**config.mk**
```make
export PLATFORM = sky130hd
export DESIGN_NAME = sar_converter_input_control
export DESIGN_NICKNAME = d
export VERILOG_FILES = /design/src/sar_pkg.sv /design/src/sar_converter_input_control.sv /design/src/sar_tick_divider.sv
export SDC_FILE = /design/constraint.sdc
export NUM_CORES = 1
export LEC_CHECK = 0
export BUFFER_PORTS_ARGS = -buffer_cell sky130_fd_sc_hd__clkbuf_2
export CAP_MARGIN = 20
export CORE_ASPECT_RATIO = 1.1
export CORE_MARGIN = 4
export CORE_UTILIZATION = 30
export CTS_CLUSTER_SIZE = 16
export DETAILED_ROUTE_END_ITERATION = 6
export SETUP_SLACK_MARGIN = 0.02
export SLEW_MARGIN = 0
export SYNTH_ARGS = -nofsm -noshare
export SYNTH_HDL_FRONTEND = slang
export SYNTH_HIERARCHICAL = 1
export SYNTH_SLANG_ARGS = --single-unit
```
**constraint.sdc**
```tcl
create_clock -name pclk -period 4.8 [get_ports pclk]
set_clock_uncertainty 0.1 [all_clocks]
set_input_delay 0.48 -clock pclk [delete_from_list [all_inputs] [get_ports pclk]]
set_output_delay 0.48 -clock pclk [all_outputs]
set_load 0.03 [all_outputs]
```
**src/sar_pkg.sv**
```systemverilog
// Purpose: Shared constants, types and helpers for the converter input control
// Assumes: 32-bit APB, 10 MHz pclk, one register per aligned word
// Notes:   Gain table maps a 3-bit code to gain expressed in half units
package sar_pkg;

  // ************************************************************
  // Register map
  // ************************************************************
  localparam logic [7:0] ADDR_CONTROL  = 8'h00;
  localparam logic [7:0] ADDR_CONFIG   = 8'h04;
  localparam logic [7:0] ADDR_CHANNEL  = 8'h08;
  localparam logic [7:0] ADDR_PAIR     = 8'h0c;
  localparam logic [7:0] ADDR_RES_HIGH = 8'h10;
  localparam logic [7:0] ADDR_RES_LOW  = 8'h14;

  // ************************************************************
  // Widths and field positions
  // ************************************************************
  localparam int RESULT_W    = 10;
  localparam int CHANNEL_W   = 4;
  localparam int PAIR_W      = 4;
  localparam int GAIN_W      = 3;
  localparam int DIV_W       = 5;
  localparam int CTL_ENABLE  = 7;
  localparam int CTL_DONE    = 5;
  localparam int CTL_BUSY    = 4;
  localparam int CTL_MODE_LO = 2;
  localparam int CTL_JUSTIFY = 0;
  localparam int CFG_GAIN_LO = 0;
  localparam int CFG_DIV_LO  = 3;
  localparam int JUST_PAD    = 8 - (RESULT_W - 8);

  // ************************************************************
  // Reset values and encodings
  // ************************************************************
  localparam logic [DIV_W-1:0]     DIV_RESET     = 5'h1f;
  localparam logic [CHANNEL_W-1:0] CHANNEL_RESET = 4'h0;
  localparam logic [CHANNEL_W-1:0] CHANNEL_TEMP  = 4'h8;
  localparam logic [PAIR_W-1:0]    PAIR_RESET    = 4'h0;
  localparam logic [GAIN_W-1:0]    GAIN_X1       = 3'h0;
  localparam logic [GAIN_W-1:0]    GAIN_X2       = 3'h1;
  localparam logic [GAIN_W-1:0]    GAIN_X4       = 3'h2;
  localparam logic [GAIN_W-1:0]    GAIN_X8       = 3'h3;
  localparam logic [GAIN_W-1:0]    GAIN_X16      = 3'h4;

  typedef enum logic [1:0] {
    START_SOFTWARE,
    START_TIMER3,
    START_EXTERNAL,
    START_TIMER2
  } start_mode_e;

  // ************************************************************
  // Timing
  // ************************************************************
  localparam int CLK_PERIOD_NS     = 100;
  localparam int SAR_MIN_PERIOD_NS = 400;
  localparam int SAR_MIN_DIV       = (SAR_MIN_PERIOD_NS + CLK_PERIOD_NS - 1) / CLK_PERIOD_NS;

  // ************************************************************
  // Carrier for the analog front end
  // ************************************************************
  typedef struct packed {
    logic                 power_on;
    logic                 hold;
    logic [CHANNEL_W-1:0] channel;
    logic [PAIR_W-1:0]    pair_diff;
    logic [5:0]           gain_half_units;
  } analog_ctrl_s;

  // Gain in half units: 1 = x0.5, 2 = x1 ... 32 = x16
  function automatic logic [5:0] gain_half_units(input logic [GAIN_W-1:0] code);
    logic [5:0] g;
    g = 6'h01;
    unique case (code)
      GAIN_X1:  g = 6'h02;
      GAIN_X2:  g = 6'h04;
      GAIN_X4:  g = 6'h08;
      GAIN_X8:  g = 6'h10;
      GAIN_X16: g = 6'h20;
      default:  g = 6'h01;
    endcase
    return g;
  endfunction

endpackage

```
**src/sar_converter_input_control.sv**
```systemverilog
// Purpose: APB control of selector, gain stage and 10-bit SAR sequencing
// Assumes: comparator pin high when input at or above the trial code
// Notes:   Triggers in shutdown are dropped and sequencing freezes
// Summary of operation
// Front end powers and holds only while the converter enable bit is set
// Nine channels: eight external inputs, channel eight is the temperature sensor
// Each input pair is single-ended or differential, changeable any time
// Reset returns all input pairs to single-ended
// Selector controlled by channel select and pair configuration registers
// Three-bit gain field in the configuration register sets amplification
// Gains of 0.5, 1, 2, 4, 8 and 16 are available
// Reset selects unity gain
// Each conversion yields a 10-bit successive approximation result
// Converter clock is pclk divided by the divider field plus one, at least four
// Start mode picks software, timer 3, external edge or timer 2 trigger
// Busy high during conversion; its fall sets the done flag
// Result left or right justified in high and low registers
// In shutdown, triggers ignored; busy, done and result left unchanged
// Gain codes follow a fixed table with unity reached from reset
`timescale 1ns/100ps
`default_nettype none
module sar_converter_input_control (
  input  wire logic                  pclk,
  input  wire logic                  presetn,
  input  wire logic                  psel,
  input  wire logic                  penable,
  input  wire logic                  pwrite,
  input  wire logic [7:0]            paddr,
  input  wire logic [31:0]           pwdata,
  output logic      [31:0]           prdata,
  output logic                       pready,
  output logic                       pslverr,
  input  wire logic                  timer2_overflow,
  input  wire logic                  timer3_overflow,
  input  wire logic                  external_convert_start,
  input  wire logic                  comparator_high,
  output logic [sar_pkg::RESULT_W-1:0] sar_dac_code,
  output sar_pkg::analog_ctrl_s      analog_ctrl
);
  import sar_pkg::*;

  typedef enum {ST_IDLE, ST_SAMPLE, ST_CONVERT} conv_state_e;

  // ************************************************************
  // Registers
  // ************************************************************
  logic                 enable_reg, justify_reg, done_reg;
  start_mode_e          mode_reg;
  logic [DIV_W-1:0]     div_reg;
  logic [GAIN_W-1:0]    gain_reg;
  logic [CHANNEL_W-1:0] channel_reg;
  logic [PAIR_W-1:0]    pair_reg;
  logic [RESULT_W-1:0]  result_reg, dac_reg, mask_reg;
  logic [RESULT_W-1:0]  dac_next, mask_next, trial_kept;
  logic [31:0]          rdata_reg;
  conv_state_e          state_reg, state_next;
  logic                 ext_s1, ext_s2, ext_s3, comp_s1, comp_s2;
  logic                 done_next, tick;

  // ************************************************************
  // APB decode
  // ************************************************************
  wire access   = psel && penable;
  wire setup    = psel && !penable;
  wire hit_ctl  = (paddr == ADDR_CONTROL);
  wire hit_cfg  = (paddr == ADDR_CONFIG);
  wire hit_chn  = (paddr == ADDR_CHANNEL);
  wire hit_pair = (paddr == ADDR_PAIR);
  wire hit_rh   = (paddr == ADDR_RES_HIGH);
  wire hit_rl   = (paddr == ADDR_RES_LOW);
  wire mapped   = hit_ctl || hit_cfg || hit_chn || hit_pair || hit_rh || hit_rl;
  wire wr       = access && pwrite && mapped;
  wire wr_ctl   = wr && hit_ctl;
  wire wr_cfg   = wr && hit_cfg;
  wire wr_chn   = wr && hit_chn;
  wire wr_pair  = wr && hit_pair;

  assign pready  = 1'b1;
  assign pslverr = access && !mapped;
  assign prdata  = rdata_reg;

  // ************************************************************
  // Result justification and read mux
  // ************************************************************
  wire [7:0] res_high = justify_reg ? result_reg[RESULT_W-1:RESULT_W-8]
                                    : {{JUST_PAD{1'b0}}, result_reg[RESULT_W-1:8]};
  wire [7:0] res_low  = justify_reg ? {result_reg[RESULT_W-9:0], {JUST_PAD{1'b0}}}
                                    : result_reg[7:0];
  wire busy = (state_reg != ST_IDLE);
  wire [7:0] ctl_view = {enable_reg, 1'b0, done_reg, busy, mode_reg, 1'b0, justify_reg};
  wire [7:0] cfg_view = {div_reg, gain_reg};
  wire [7:0] rd_mux   = hit_ctl  ? ctl_view :
                        hit_cfg  ? cfg_view :
                        hit_chn  ? {{(8-CHANNEL_W){1'b0}}, channel_reg} :
                        hit_pair ? {{(8-PAIR_W){1'b0}}, pair_reg} :
                        hit_rh   ? res_high :
                        hit_rl   ? res_low  : 8'h00;

  // ************************************************************
  // Trigger selection
  // ************************************************************
  wire ext_rise = ext_s2 && !ext_s3;
  wire sw_start = wr_ctl && pwdata[CTL_BUSY] && (mode_reg == START_SOFTWARE);
  wire trig_sel = (mode_reg == START_SOFTWARE) ? sw_start :
                  (mode_reg == START_TIMER3)   ? timer3_overflow :
                  (mode_reg == START_EXTERNAL) ? ext_rise : timer2_overflow;
  wire start    = enable_reg && trig_sel && (state_reg == ST_IDLE);
  wire step     = enable_reg && tick;
  wire last_bit = (state_reg == ST_CONVERT) && step && mask_reg[0];
  wire [CHANNEL_W-1:0] chn_wr = (pwdata[CHANNEL_W-1:0] > CHANNEL_TEMP) ? CHANNEL_TEMP
                                                                       : pwdata[CHANNEL_W-1:0];

  // ************************************************************
  // SAR sequencing
  // ************************************************************
  assign trial_kept = comp_s2 ? dac_reg : (dac_reg & ~mask_reg);
  assign done_next  = last_bit || (done_reg && !(wr_ctl && !pwdata[CTL_DONE])) ||
                      (wr_ctl && pwdata[CTL_DONE]);

  always_comb begin
    state_next = state_reg;
    dac_next   = dac_reg;
    mask_next  = mask_reg;
    unique case (state_reg)
      ST_IDLE: begin
        if (start) begin
          state_next = ST_SAMPLE;
        end
      end
      ST_SAMPLE: begin
        if (step) begin
          state_next = ST_CONVERT;
          mask_next  = {1'b1, {(RESULT_W-1){1'b0}}};
          dac_next   = {1'b1, {(RESULT_W-1){1'b0}}};
        end
      end
      ST_CONVERT: begin
        if (step) begin
          mask_next = mask_reg >> 1;
          dac_next  = trial_kept | (mask_reg >> 1);
          if (mask_reg[0]) begin
            state_next = ST_IDLE;
          end
        end
      end
    endcase
  end

  sar_tick_divider u_sar_tick_divider (
    .pclk    (pclk),
    .presetn (presetn),
    .run     (busy && enable_reg),
    .divide  (div_reg),
    .tick    (tick)
  );

  always_ff @(posedge pclk or negedge presetn) begin
    if (!presetn) begin
      {ext_s1, ext_s2, ext_s3, comp_s1, comp_s2} <= '0;
    end else begin
      {ext_s3, ext_s2, ext_s1} <= {ext_s2, ext_s1, external_convert_start};
      {comp_s2, comp_s1}       <= {comp_s1, comparator_high};
    end
  end

  always_ff @(posedge pclk or negedge presetn) begin
    if (!presetn) begin
      state_reg  <= ST_IDLE;
      dac_reg    <= '0;
      mask_reg   <= '0;
      result_reg <= '0;
      done_reg   <= 1'b0;
    end else begin
      state_reg <= state_next;
      dac_reg   <= dac_next;
      mask_reg  <= mask_next;
      done_reg  <= done_next;
      if (last_bit) begin
        result_reg <= trial_kept;
      end
    end
  end

  always_ff @(posedge pclk or negedge presetn) begin
    if (!presetn) begin
      enable_reg  <= 1'b0;
      justify_reg <= 1'b0;
      mode_reg    <= START_SOFTWARE;
      div_reg     <= DIV_RESET;
      gain_reg    <= GAIN_X1;
      channel_reg <= CHANNEL_RESET;
      pair_reg    <= PAIR_RESET;
      rdata_reg   <= '0;
    end else begin
      if (wr_ctl) begin
        enable_reg  <= pwdata[CTL_ENABLE];
        justify_reg <= pwdata[CTL_JUSTIFY];
        mode_reg    <= start_mode_e'(pwdata[CTL_MODE_LO +: 2]);
      end
      if (wr_cfg) begin
        div_reg  <= pwdata[CFG_DIV_LO +: DIV_W];
        gain_reg <= pwdata[CFG_GAIN_LO +: GAIN_W];
      end
      if (wr_chn) begin
        channel_reg <= chn_wr;
      end
      if (wr_pair) begin
        pair_reg <= pwdata[PAIR_W-1:0];
      end
      if (setup) begin
        rdata_reg <= {24'h000000, rd_mux};
      end
    end
  end

  // ************************************************************
  // Analog front end controls
  // ************************************************************
  assign sar_dac_code                = dac_reg;
  assign analog_ctrl.power_on        = enable_reg;
  assign analog_ctrl.hold            = busy && enable_reg;
  assign analog_ctrl.channel         = channel_reg;
  assign analog_ctrl.pair_diff       = pair_reg;
  assign analog_ctrl.gain_half_units = gain_half_units(gain_reg);

  logic [3:0] tick_cnt;
  always_ff @(posedge pclk or negedge presetn) begin
    if (!presetn) begin
      tick_cnt <= '0;
    end else if (start) begin
      tick_cnt <= '0;
    end else if (step && busy) begin
      tick_cnt <= tick_cnt + 4'h1;
    end
  end
endmodule // sar_converter_input_control
`default_nettype wire

```
**src/sar_tick_divider.sv**
```systemverilog
// Purpose: Converter clock enable divided down from pclk
// Assumes: divide field value plus one, never below the SAR minimum
// Notes:   Counter parks at zero while not running
`timescale 1ns/100ps
`default_nettype none
module sar_tick_divider (
  input  wire logic                      pclk,
  input  wire logic                      presetn,
  input  wire logic                      run,
  input  wire logic [sar_pkg::DIV_W-1:0] divide,
  output logic                           tick
);
  import sar_pkg::*;

  logic [DIV_W:0] count_reg;
  logic [DIV_W:0] count_next;
  wire  [DIV_W:0] raw_limit = {1'b0, divide} + {{DIV_W{1'b0}}, 1'b1};
  wire  [DIV_W:0] min_limit = (DIV_W+1)'(SAR_MIN_DIV);
  wire  [DIV_W:0] limit     = (raw_limit < min_limit) ? min_limit : raw_limit;
  wire            wrap      = (count_reg >= limit - (DIV_W+1)'(1));

  assign tick       = run && wrap;
  assign count_next = (!run || wrap) ? '0 : count_reg + (DIV_W+1)'(1);

  always_ff @(posedge pclk or negedge presetn) begin
    if (!presetn) begin
      count_reg <= '0;
    end else begin
      count_reg <= count_next;
    end
  end
endmodule // sar_tick_divider
`default_nettype wire

```
==> results.py, run 1 <==
metrics = {
    "outcome": {
        "status": "complete, no violations",
    },
    "drt": {
        "drtIter0Drc": 124,
        "routed-via-count": 3222,
        "vias_per_cell": 5.10,
        "drtPass1Iterations": 4,
        "drc_errors": 0,
        "wirelength_um": 9810,
        "ant_nets": 0,
        "routedWlPerCell_um": 15.5,
    },
    "floorplan": {
        "die_x_um": 119,
        "coreArea_mm2": 0.0132,
        "ios": 109,
        "die_height_um": 130,
        "dieArea_mm2": 0.0155,
        "start_util_pct": 30.8,
        "row_count": 44,
    },
    "logic_synthesis": {
        "yosysWarnings": 6,
        "yosysUniqueCellTypes": 57,
        "synth_mux_area_share_pct": 7.26,
        "syn_area_mm2": 0.00407,
        "synth-adder-area-share_pct": 3.69,
        "synth-edff-count": 0,
        "netlist_top_cells_area": "dfrtp_1 41%, buf_4 4.8%, mux2_2 4.7%",
        "synthMostInstantiatedCell": "dfrtp_1",
        "synthArstFlopShare_pct": 100,
        "yosys.area_share.simple_pct": 17.7,
        "postSynthCellCount": 410,
        "synth_top_family_by_area": "simple AND/OR/NAND/NOR gates",
        "ys_seq_area_share_pct": 44.5,
        "syn_area_per_cell_um2": 9.91,
        "yosys.area.top_type": "dfrtp_1",
        "synth-compound-area-share_pct": 17.1,
        "synth_xor_area_share_pct": 1.29,
        "synth-seq-cells": 72,
        "yosys.area.top_type_share_pct": 41.2,
        "synth-main-ff-cell": "dfrtp_1",
        "yosys-top-cells-count": "67 x dfrtp_1, 38 x nand2_1, 37 x o21ai_0, 26 x buf_4, 19 x inv_1",
    },
    "critical_path": {
        "rrSetupSlack_ns": 0.52,
        "cp_data_arrival_time_ns": 4.37,
        "worstPathRequired_ns": 4.89,
        "crit_end": "result_reg[9]",
        "cp-startpoint": "div_reg[0]",
        "cp-start-kind": "register",
        "crit_path_end_kind": "register",
        "critPathMaxFanout": 21,
        "reg2reg_to": "result_reg[9]",
        "reg2reg_depth": 17,
        "worstReg2RegStart": "div_reg[0]",
        "critPathKind": "reg2reg",
    },
    "pwr": {
        "leakagePower_nw": 2.14,
        "ir_worst_vdd_v": 0.000182,
        "finalPower_mw": 1.43,
        "p_per_area_mw_per_mm2": 303,
    },
    "clock_tree": {
        "ctsHoldBuffers": 0,
        "clk_pin_slew_worst_paths_ns": 0.05,
        "cts-resized-gates": 0,
        "postCtsSetupBuffers": 0,
        "cts_root_buf": "clkbuf_16",
        "clockBufferDepth": 2,
        "ctsHtreeMaxLevel": 3,
        "cts.sinks": 72,
        "cts_buffers": 9,
        "clk_latency_ns": 0.33,
        "cts_tree": "yes",
    },
    "sta": {
        "finalCritPeriodShare_pct": 89.3,
        "setup_violations": 0,
        "final_max_slew_viol_count": 0,
        "fmaxAchievable_ghz": 0.233,
        "finalSetupTns_ns": 0,
        "rsz0062_at_grt": "false",
        "period_needed_ns": 4.28,
        "slew_headroom_pct": 53.2,
        "hold_violations": 0,
        "tightestPinTransition_ns": 0.701,
        "whs_ns": 0.0452,
    },
    "cells_and_area": {
        "multi_input_area_mm2": 0.00201,
        "seq_area_mm2": 0.00181,
        "syn_to_final_growth_pct": 15.8,
        "fillers": 1341,
        "drive_gt1_share_pct": 24.0,
        "nets": 527,
        "diodes": 0,
    },
    "global_routing": {
        "grt_max_degree": 48,
        "overflow": 0,
        "antenna_found_initial": 0,
        "grt_pass1_wl_um": 15800,
        "grt_pass1_vias": 3104,
        "track_usage_pct": 12.9,
    },
    "placed_design": {
        "numPortBuffers": 59,
        "gp_congestion": 0.792,
        "dp_hpwl_um": 7460,
    },
    "run": {
        "maxCapViolations": 0,
    },
    "min_path": {
        "worstHoldPathType": "in2async",
    },
}
-- metal layers --
layer	GRT usage, %	wire, um	part of all wire, %	up-vias
met5	0	0	0	-
met4	4.70	144	1.5	0
li1	-	-	-	1536
met2	22.1	4960	51	113
met3	2.25	407	4.1	12
met1	16.5	4290	44	1561
-- cell usage in the layout, fill, tap and decap left out, types with 6 or more instances in the layout --
| cell | netlist | routed |
|---|---|---|
| o21ai_0 | 37 | 37 |
| o22ai_1 | 6 | 6 |
| conb_1 | 2 | 25 |
| o31ai_1 | 10 | 10 |
| a22o_1 | 13 | 13 |
| inv_1 | 19 | 19 |
| nand2_1 | 38 | 38 |
| a21oi_1 | 14 | 14 |
| nor2b_1 | 11 | 11 |
| ha_1 | 12 | 12 |
| mux2i_1 | 7 | 7 |
| clkbuf_2 | 0 | 58 |
| dfrtp_1 | 67 | 67 |
| nor3b_1 | 9 | 9 |
| and3_1 | 6 | 6 |
| nor2_1 | 18 | 18 |
| mux2_2 | 17 | 17 |
| clkbuf_16 | 0 | 9 |
| nand3_1 | 7 | 7 |
| nand3b_1 | 7 | 7 |
-- critical path, cell delays in order, from the launching register on --
cell and delay (ns):
dfstp_2 0.65, ha_1 0.31, or2_1 0.21, nand2_1 0.07
a21o_1 0.19, ha_1 0.21, and3_1 0.21, o22ai_1 0.14
o21ai_0 0.11, a21oi_1 0.16, ha_1 0.24, nand2_1 0.10
a2bb2oi_1 0.20, o311ai_2 0.16, and2_1 0.24, and3_1 0.22
nand2_1 0.45, o21ai_0 0.18
-- power breakdown --
part           leakage (nW)  switching (mW)  internal [mW]
Clock                 0.130           0.237          0.362
Sequential            0.942          0.0158          0.628
Combinational          1.07           0.126         0.0596
-- cell families (layout without fill, tap and decap cells) --
logic type / after synthesis / count (layout)
fa+ha+maj: 12 / 12
xor+xnor: 6 / 6
flops: 72 / 72
compound gates: 102 / 102
simple gates: 128 / 128
mux: 27 / 27
buf+inv: 61 / 99
other cells: 2 / 25
-- through the flow --
stage	instance area, um2	utilization, %	worst slack (ns)	std cells
finish	4710	35.6	0.515	632
global route	4710	35.6	0.0922	632
CTS	4680	35.4	0.507	631
detailed placement	4410	33.4	0.525	615
global placement	4410	33.4	0.589	615
floorplan	4150	-	0.777	433
-- worst min path at each step --
| stage | to | slack (ns) |
|---|---|---|
| finish | ext_s1 | 0.05 |
| global route | ext_s1 | 0.07 |
| CTS | ext_s1 | 0.14 |
| detailed placement | comp_s2 | 0.23 |
| global placement | comp_s2 | 0.23 |
| floorplan | channel_reg[0] | 0.08 |
-- final cells by class --
cell class	instances	area share (%)
Multi-Input combinational cell	300	42.6
Sequential cell	72	38.4
Timing Repair Buffer	64	7.50
Clock buffer	13	5.32
Tap cell	161	4.28
Inverter	19	1.52
Clock inverter	3	0.372
Power figures use the tool's default switching activity.
==> run 2: changes to the inputs <==
CORE_UTILIZATION = 53   (was 30)
PLACE_DENSITY = 0.8   (was default)
==> run 2 against run 1 <==
  * Clock power is 31% lower
  * Total power is 13% lower
  * Final cell count is 9.2% lower
  * Critical path depth is 1 lower
  * Critical endpoint is now state_reg[1]
  * Maximum frequency is 1.1% lower
==> results.py, run 2 (synthesis results as in run 1) <==
metrics = {
    "pwr": {
        "p_clk_share_pct": 33.3,
        "p_per_area_mw_per_mm2": 275,
        "combinationalPowerShare_pct": 15.0,
        "pwr-share-seq_pct": 51.8,
        "power.switching_mw": 0.375,
        "leakagePower_nw": 2.07,
        "ir_worst_vdd_v": 0.000156,
        "power.internal_mw": 0.866,
        "swShare_pct": 30.2,
    },
    "drt": {
        "routedWlPerCell_um": 16.2,
        "wirelength_um": 9300,
        "drc_errors": 0,
        "vias_per_cell": 5.55,
        "drtIter0Drc": 236,
        "ant_nets": 0,
        "routed-via-count": 3183,
        "drtPass1Iterations": 4,
    },
    "global_routing": {
        "track_usage_pct": 20.9,
        "overflow": 0,
        "grt_pass1_wl_um": 15200,
        "grt_max_degree": 47,
        "grt_pass1_vias": 3153,
        "antenna_found_initial": 0,
    },
    "placed_design": {
        "place_area_mm2": 0.00434,
        "dp.cells": 559,
        "dp_hpwl_um": 6910,
        "numPortBuffers": 59,
        "gp_congestion": 0.849,
    },
    "critical_path": {
        "crit_cells": 16,
        "critPathMaxFanout": 12,
        "cpPeakStageDelay_ns": 0.67,
        "worstPathRequired_ns": 4.93,
        "cp-start-kind": "register",
        "path_cells": "ha_1 -> or2_1 -> nand2_1 -> a21o_1 -> ha_1 -> and3_1 -> nor4b_1 -> a21oi_1 -> ha_1 -> nand2_1 -> a2bb2oi_1 -> o311ai_2 -> and2_1 -> and3_1 -> o22ai_1 -> mux2_1",
        "cp_common_cell": "ha_1",
        "worstReg2RegStart": "div_reg[0]",
        "cp_data_arrival_time_ns": 4.47,
        "critPathKind": "reg2reg",
        "crit_path_end_kind": "register",
        "reg2reg_depth": 16,
        "crit_slowest_cell": "dfstp_2",
        "rrSetupSlack_ns": 0.47,
        "crit_buf_inv": 0,
        "reg2reg_to": "state_reg[1]",
        "cp-startpoint": "div_reg[0]",
        "cpLargestDelayFamily": "simple AND/OR/NAND/NOR gates",
    },
    "cells_and_area": {
        "nets": 526,
        "layout_commonest_cell": "dfrtp_1",
        "seq_area_mm2": 0.00181,
        "instances_no_fill": 574,
        "drive_gt1_share_pct": 24.5,
        "fin_area_mm2": 0.00451,
        "syn_to_final_growth_pct": 10.8,
        "layout_common_cells": "67 x dfrtp_1, 58 x clkbuf_2, 37 x nand2_1, 37 x o21ai_0, 25 x conb_1",
        "fillers": 644,
        "diodes": 0,
        "multi_input_area_mm2": 0.00201,
    },
    "sta": {
        "finalSetupTns_ns": 0,
        "slew_headroom_pct": 48.6,
        "hold_violations": 0,
        "finalCritPeriodShare_pct": 90.2,
        "tightestPinTransition_ns": 0.770,
        "period_needed_ns": 4.33,
        "fmaxAchievable_ghz": 0.231,
        "rsz0062_at_grt": "false",
        "setup_violations": 0,
        "final_max_slew_viol_count": 0,
    },
    "clock_tree": {
        "cts_buffers": 9,
        "ctsHtreeMaxLevel": 3,
        "clk_latency_ns": 0.35,
        "cts_tree": "yes",
        "postCtsSetupBuffers": 0,
        "clockBufferDepth": 2,
        "cts.sinks": 72,
        "cts_root_buf": "clkbuf_8",
        "cts-resized-gates": 0,
        "ctsHoldBuffers": 0,
        "clk_pin_slew_worst_paths_ns": 0.08,
    },
    "outcome": {
        "status": "complete, no violations",
    },
    "floorplan": {
        "ios": 109,
        "row_count": 33,
        "dieArea_mm2": 0.00914,
        "start_util_pct": 54.4,
        "die_x_um": 91.5,
        "die_height_um": 99.9,
        "coreArea_mm2": 0.00747,
    },
    "run": {
        "maxCapViolations": 0,
    },
    "min_path": {
        "worstHoldPathType": "in2async",
    },
}
[run 2: how the worst max path moves through the flow]
stage | end | slack (ns)
after global routing | result_reg[4] | 0.21
after CTS | result_reg[4] | 0.46
final | state_reg[1] | 0.47
after global placement | result_reg[1] | 0.66
after floorplan | result_reg[2] | 0.78
after detailed placement | result_reg[9] | 0.48
[run 2: cell type report]
class                           count  share of cell area (%)
Clock buffer                        9                    2.75
Clock inverter                      6                   0.833
Inverter                           19                    1.58
Multi-Input combinational cell    300                    44.6
Sequential cell                    72                    40.1
Tap cell                          105                    2.92
Timing Repair Buffer               63                    7.22
[run 2: power by group through the flow]
stage	Clock (mW)	Combinational, mW	Sequential (mW)
after floorplan	0	0.130	0.661
after global placement	0	0.174	0.653
after detailed placement	0	0.185	0.655
after CTS	0.418	0.187	0.643
after global routing	0.444	0.203	0.645
final	0.413	0.186	0.643
[run 2: worst reg2reg max path, cell delays in order (launching register included)]
cell and delay (ns):
dfstp_2 0.67, ha_1 0.32, or2_1 0.21, nand2_1 0.07
a21o_1 0.19, ha_1 0.22, and3_1 0.21, nor4b_1 0.35
a21oi_1 0.10, ha_1 0.30, nand2_1 0.10, a2bb2oi_1 0.20
o311ai_2 0.16, and2_1 0.23, and3_1 0.19, o22ai_1 0.27
mux2_1 0.35
[run 2: layer usage]
metal  routed length (um)  global-route usage (%)
met4                  300                    11.0
met3                  460                    3.97
met2                 4430                    32.2
met1                 4110                    28.1
met5                    0                       0
[run 2: metrics by stage]
stage | util (%) | hold WS [ns] | power [mW] | setup slack [ns]
6_report | 60.3 | 0.0293 | 1.24 | 0.468
5_1_grt | 60.3 | 0.0811 | 1.29 | 0.205
4_1_cts | 60.3 | 0.0552 | 1.25 | 0.463
3_5_place_dp | 58.1 | 0.235 | 0.840 | 0.476
3_3_place_gp | 58.1 | 0.232 | 0.827 | 0.662
2_1_floorplan | - | 0.0844 | 0.791 | 0.777
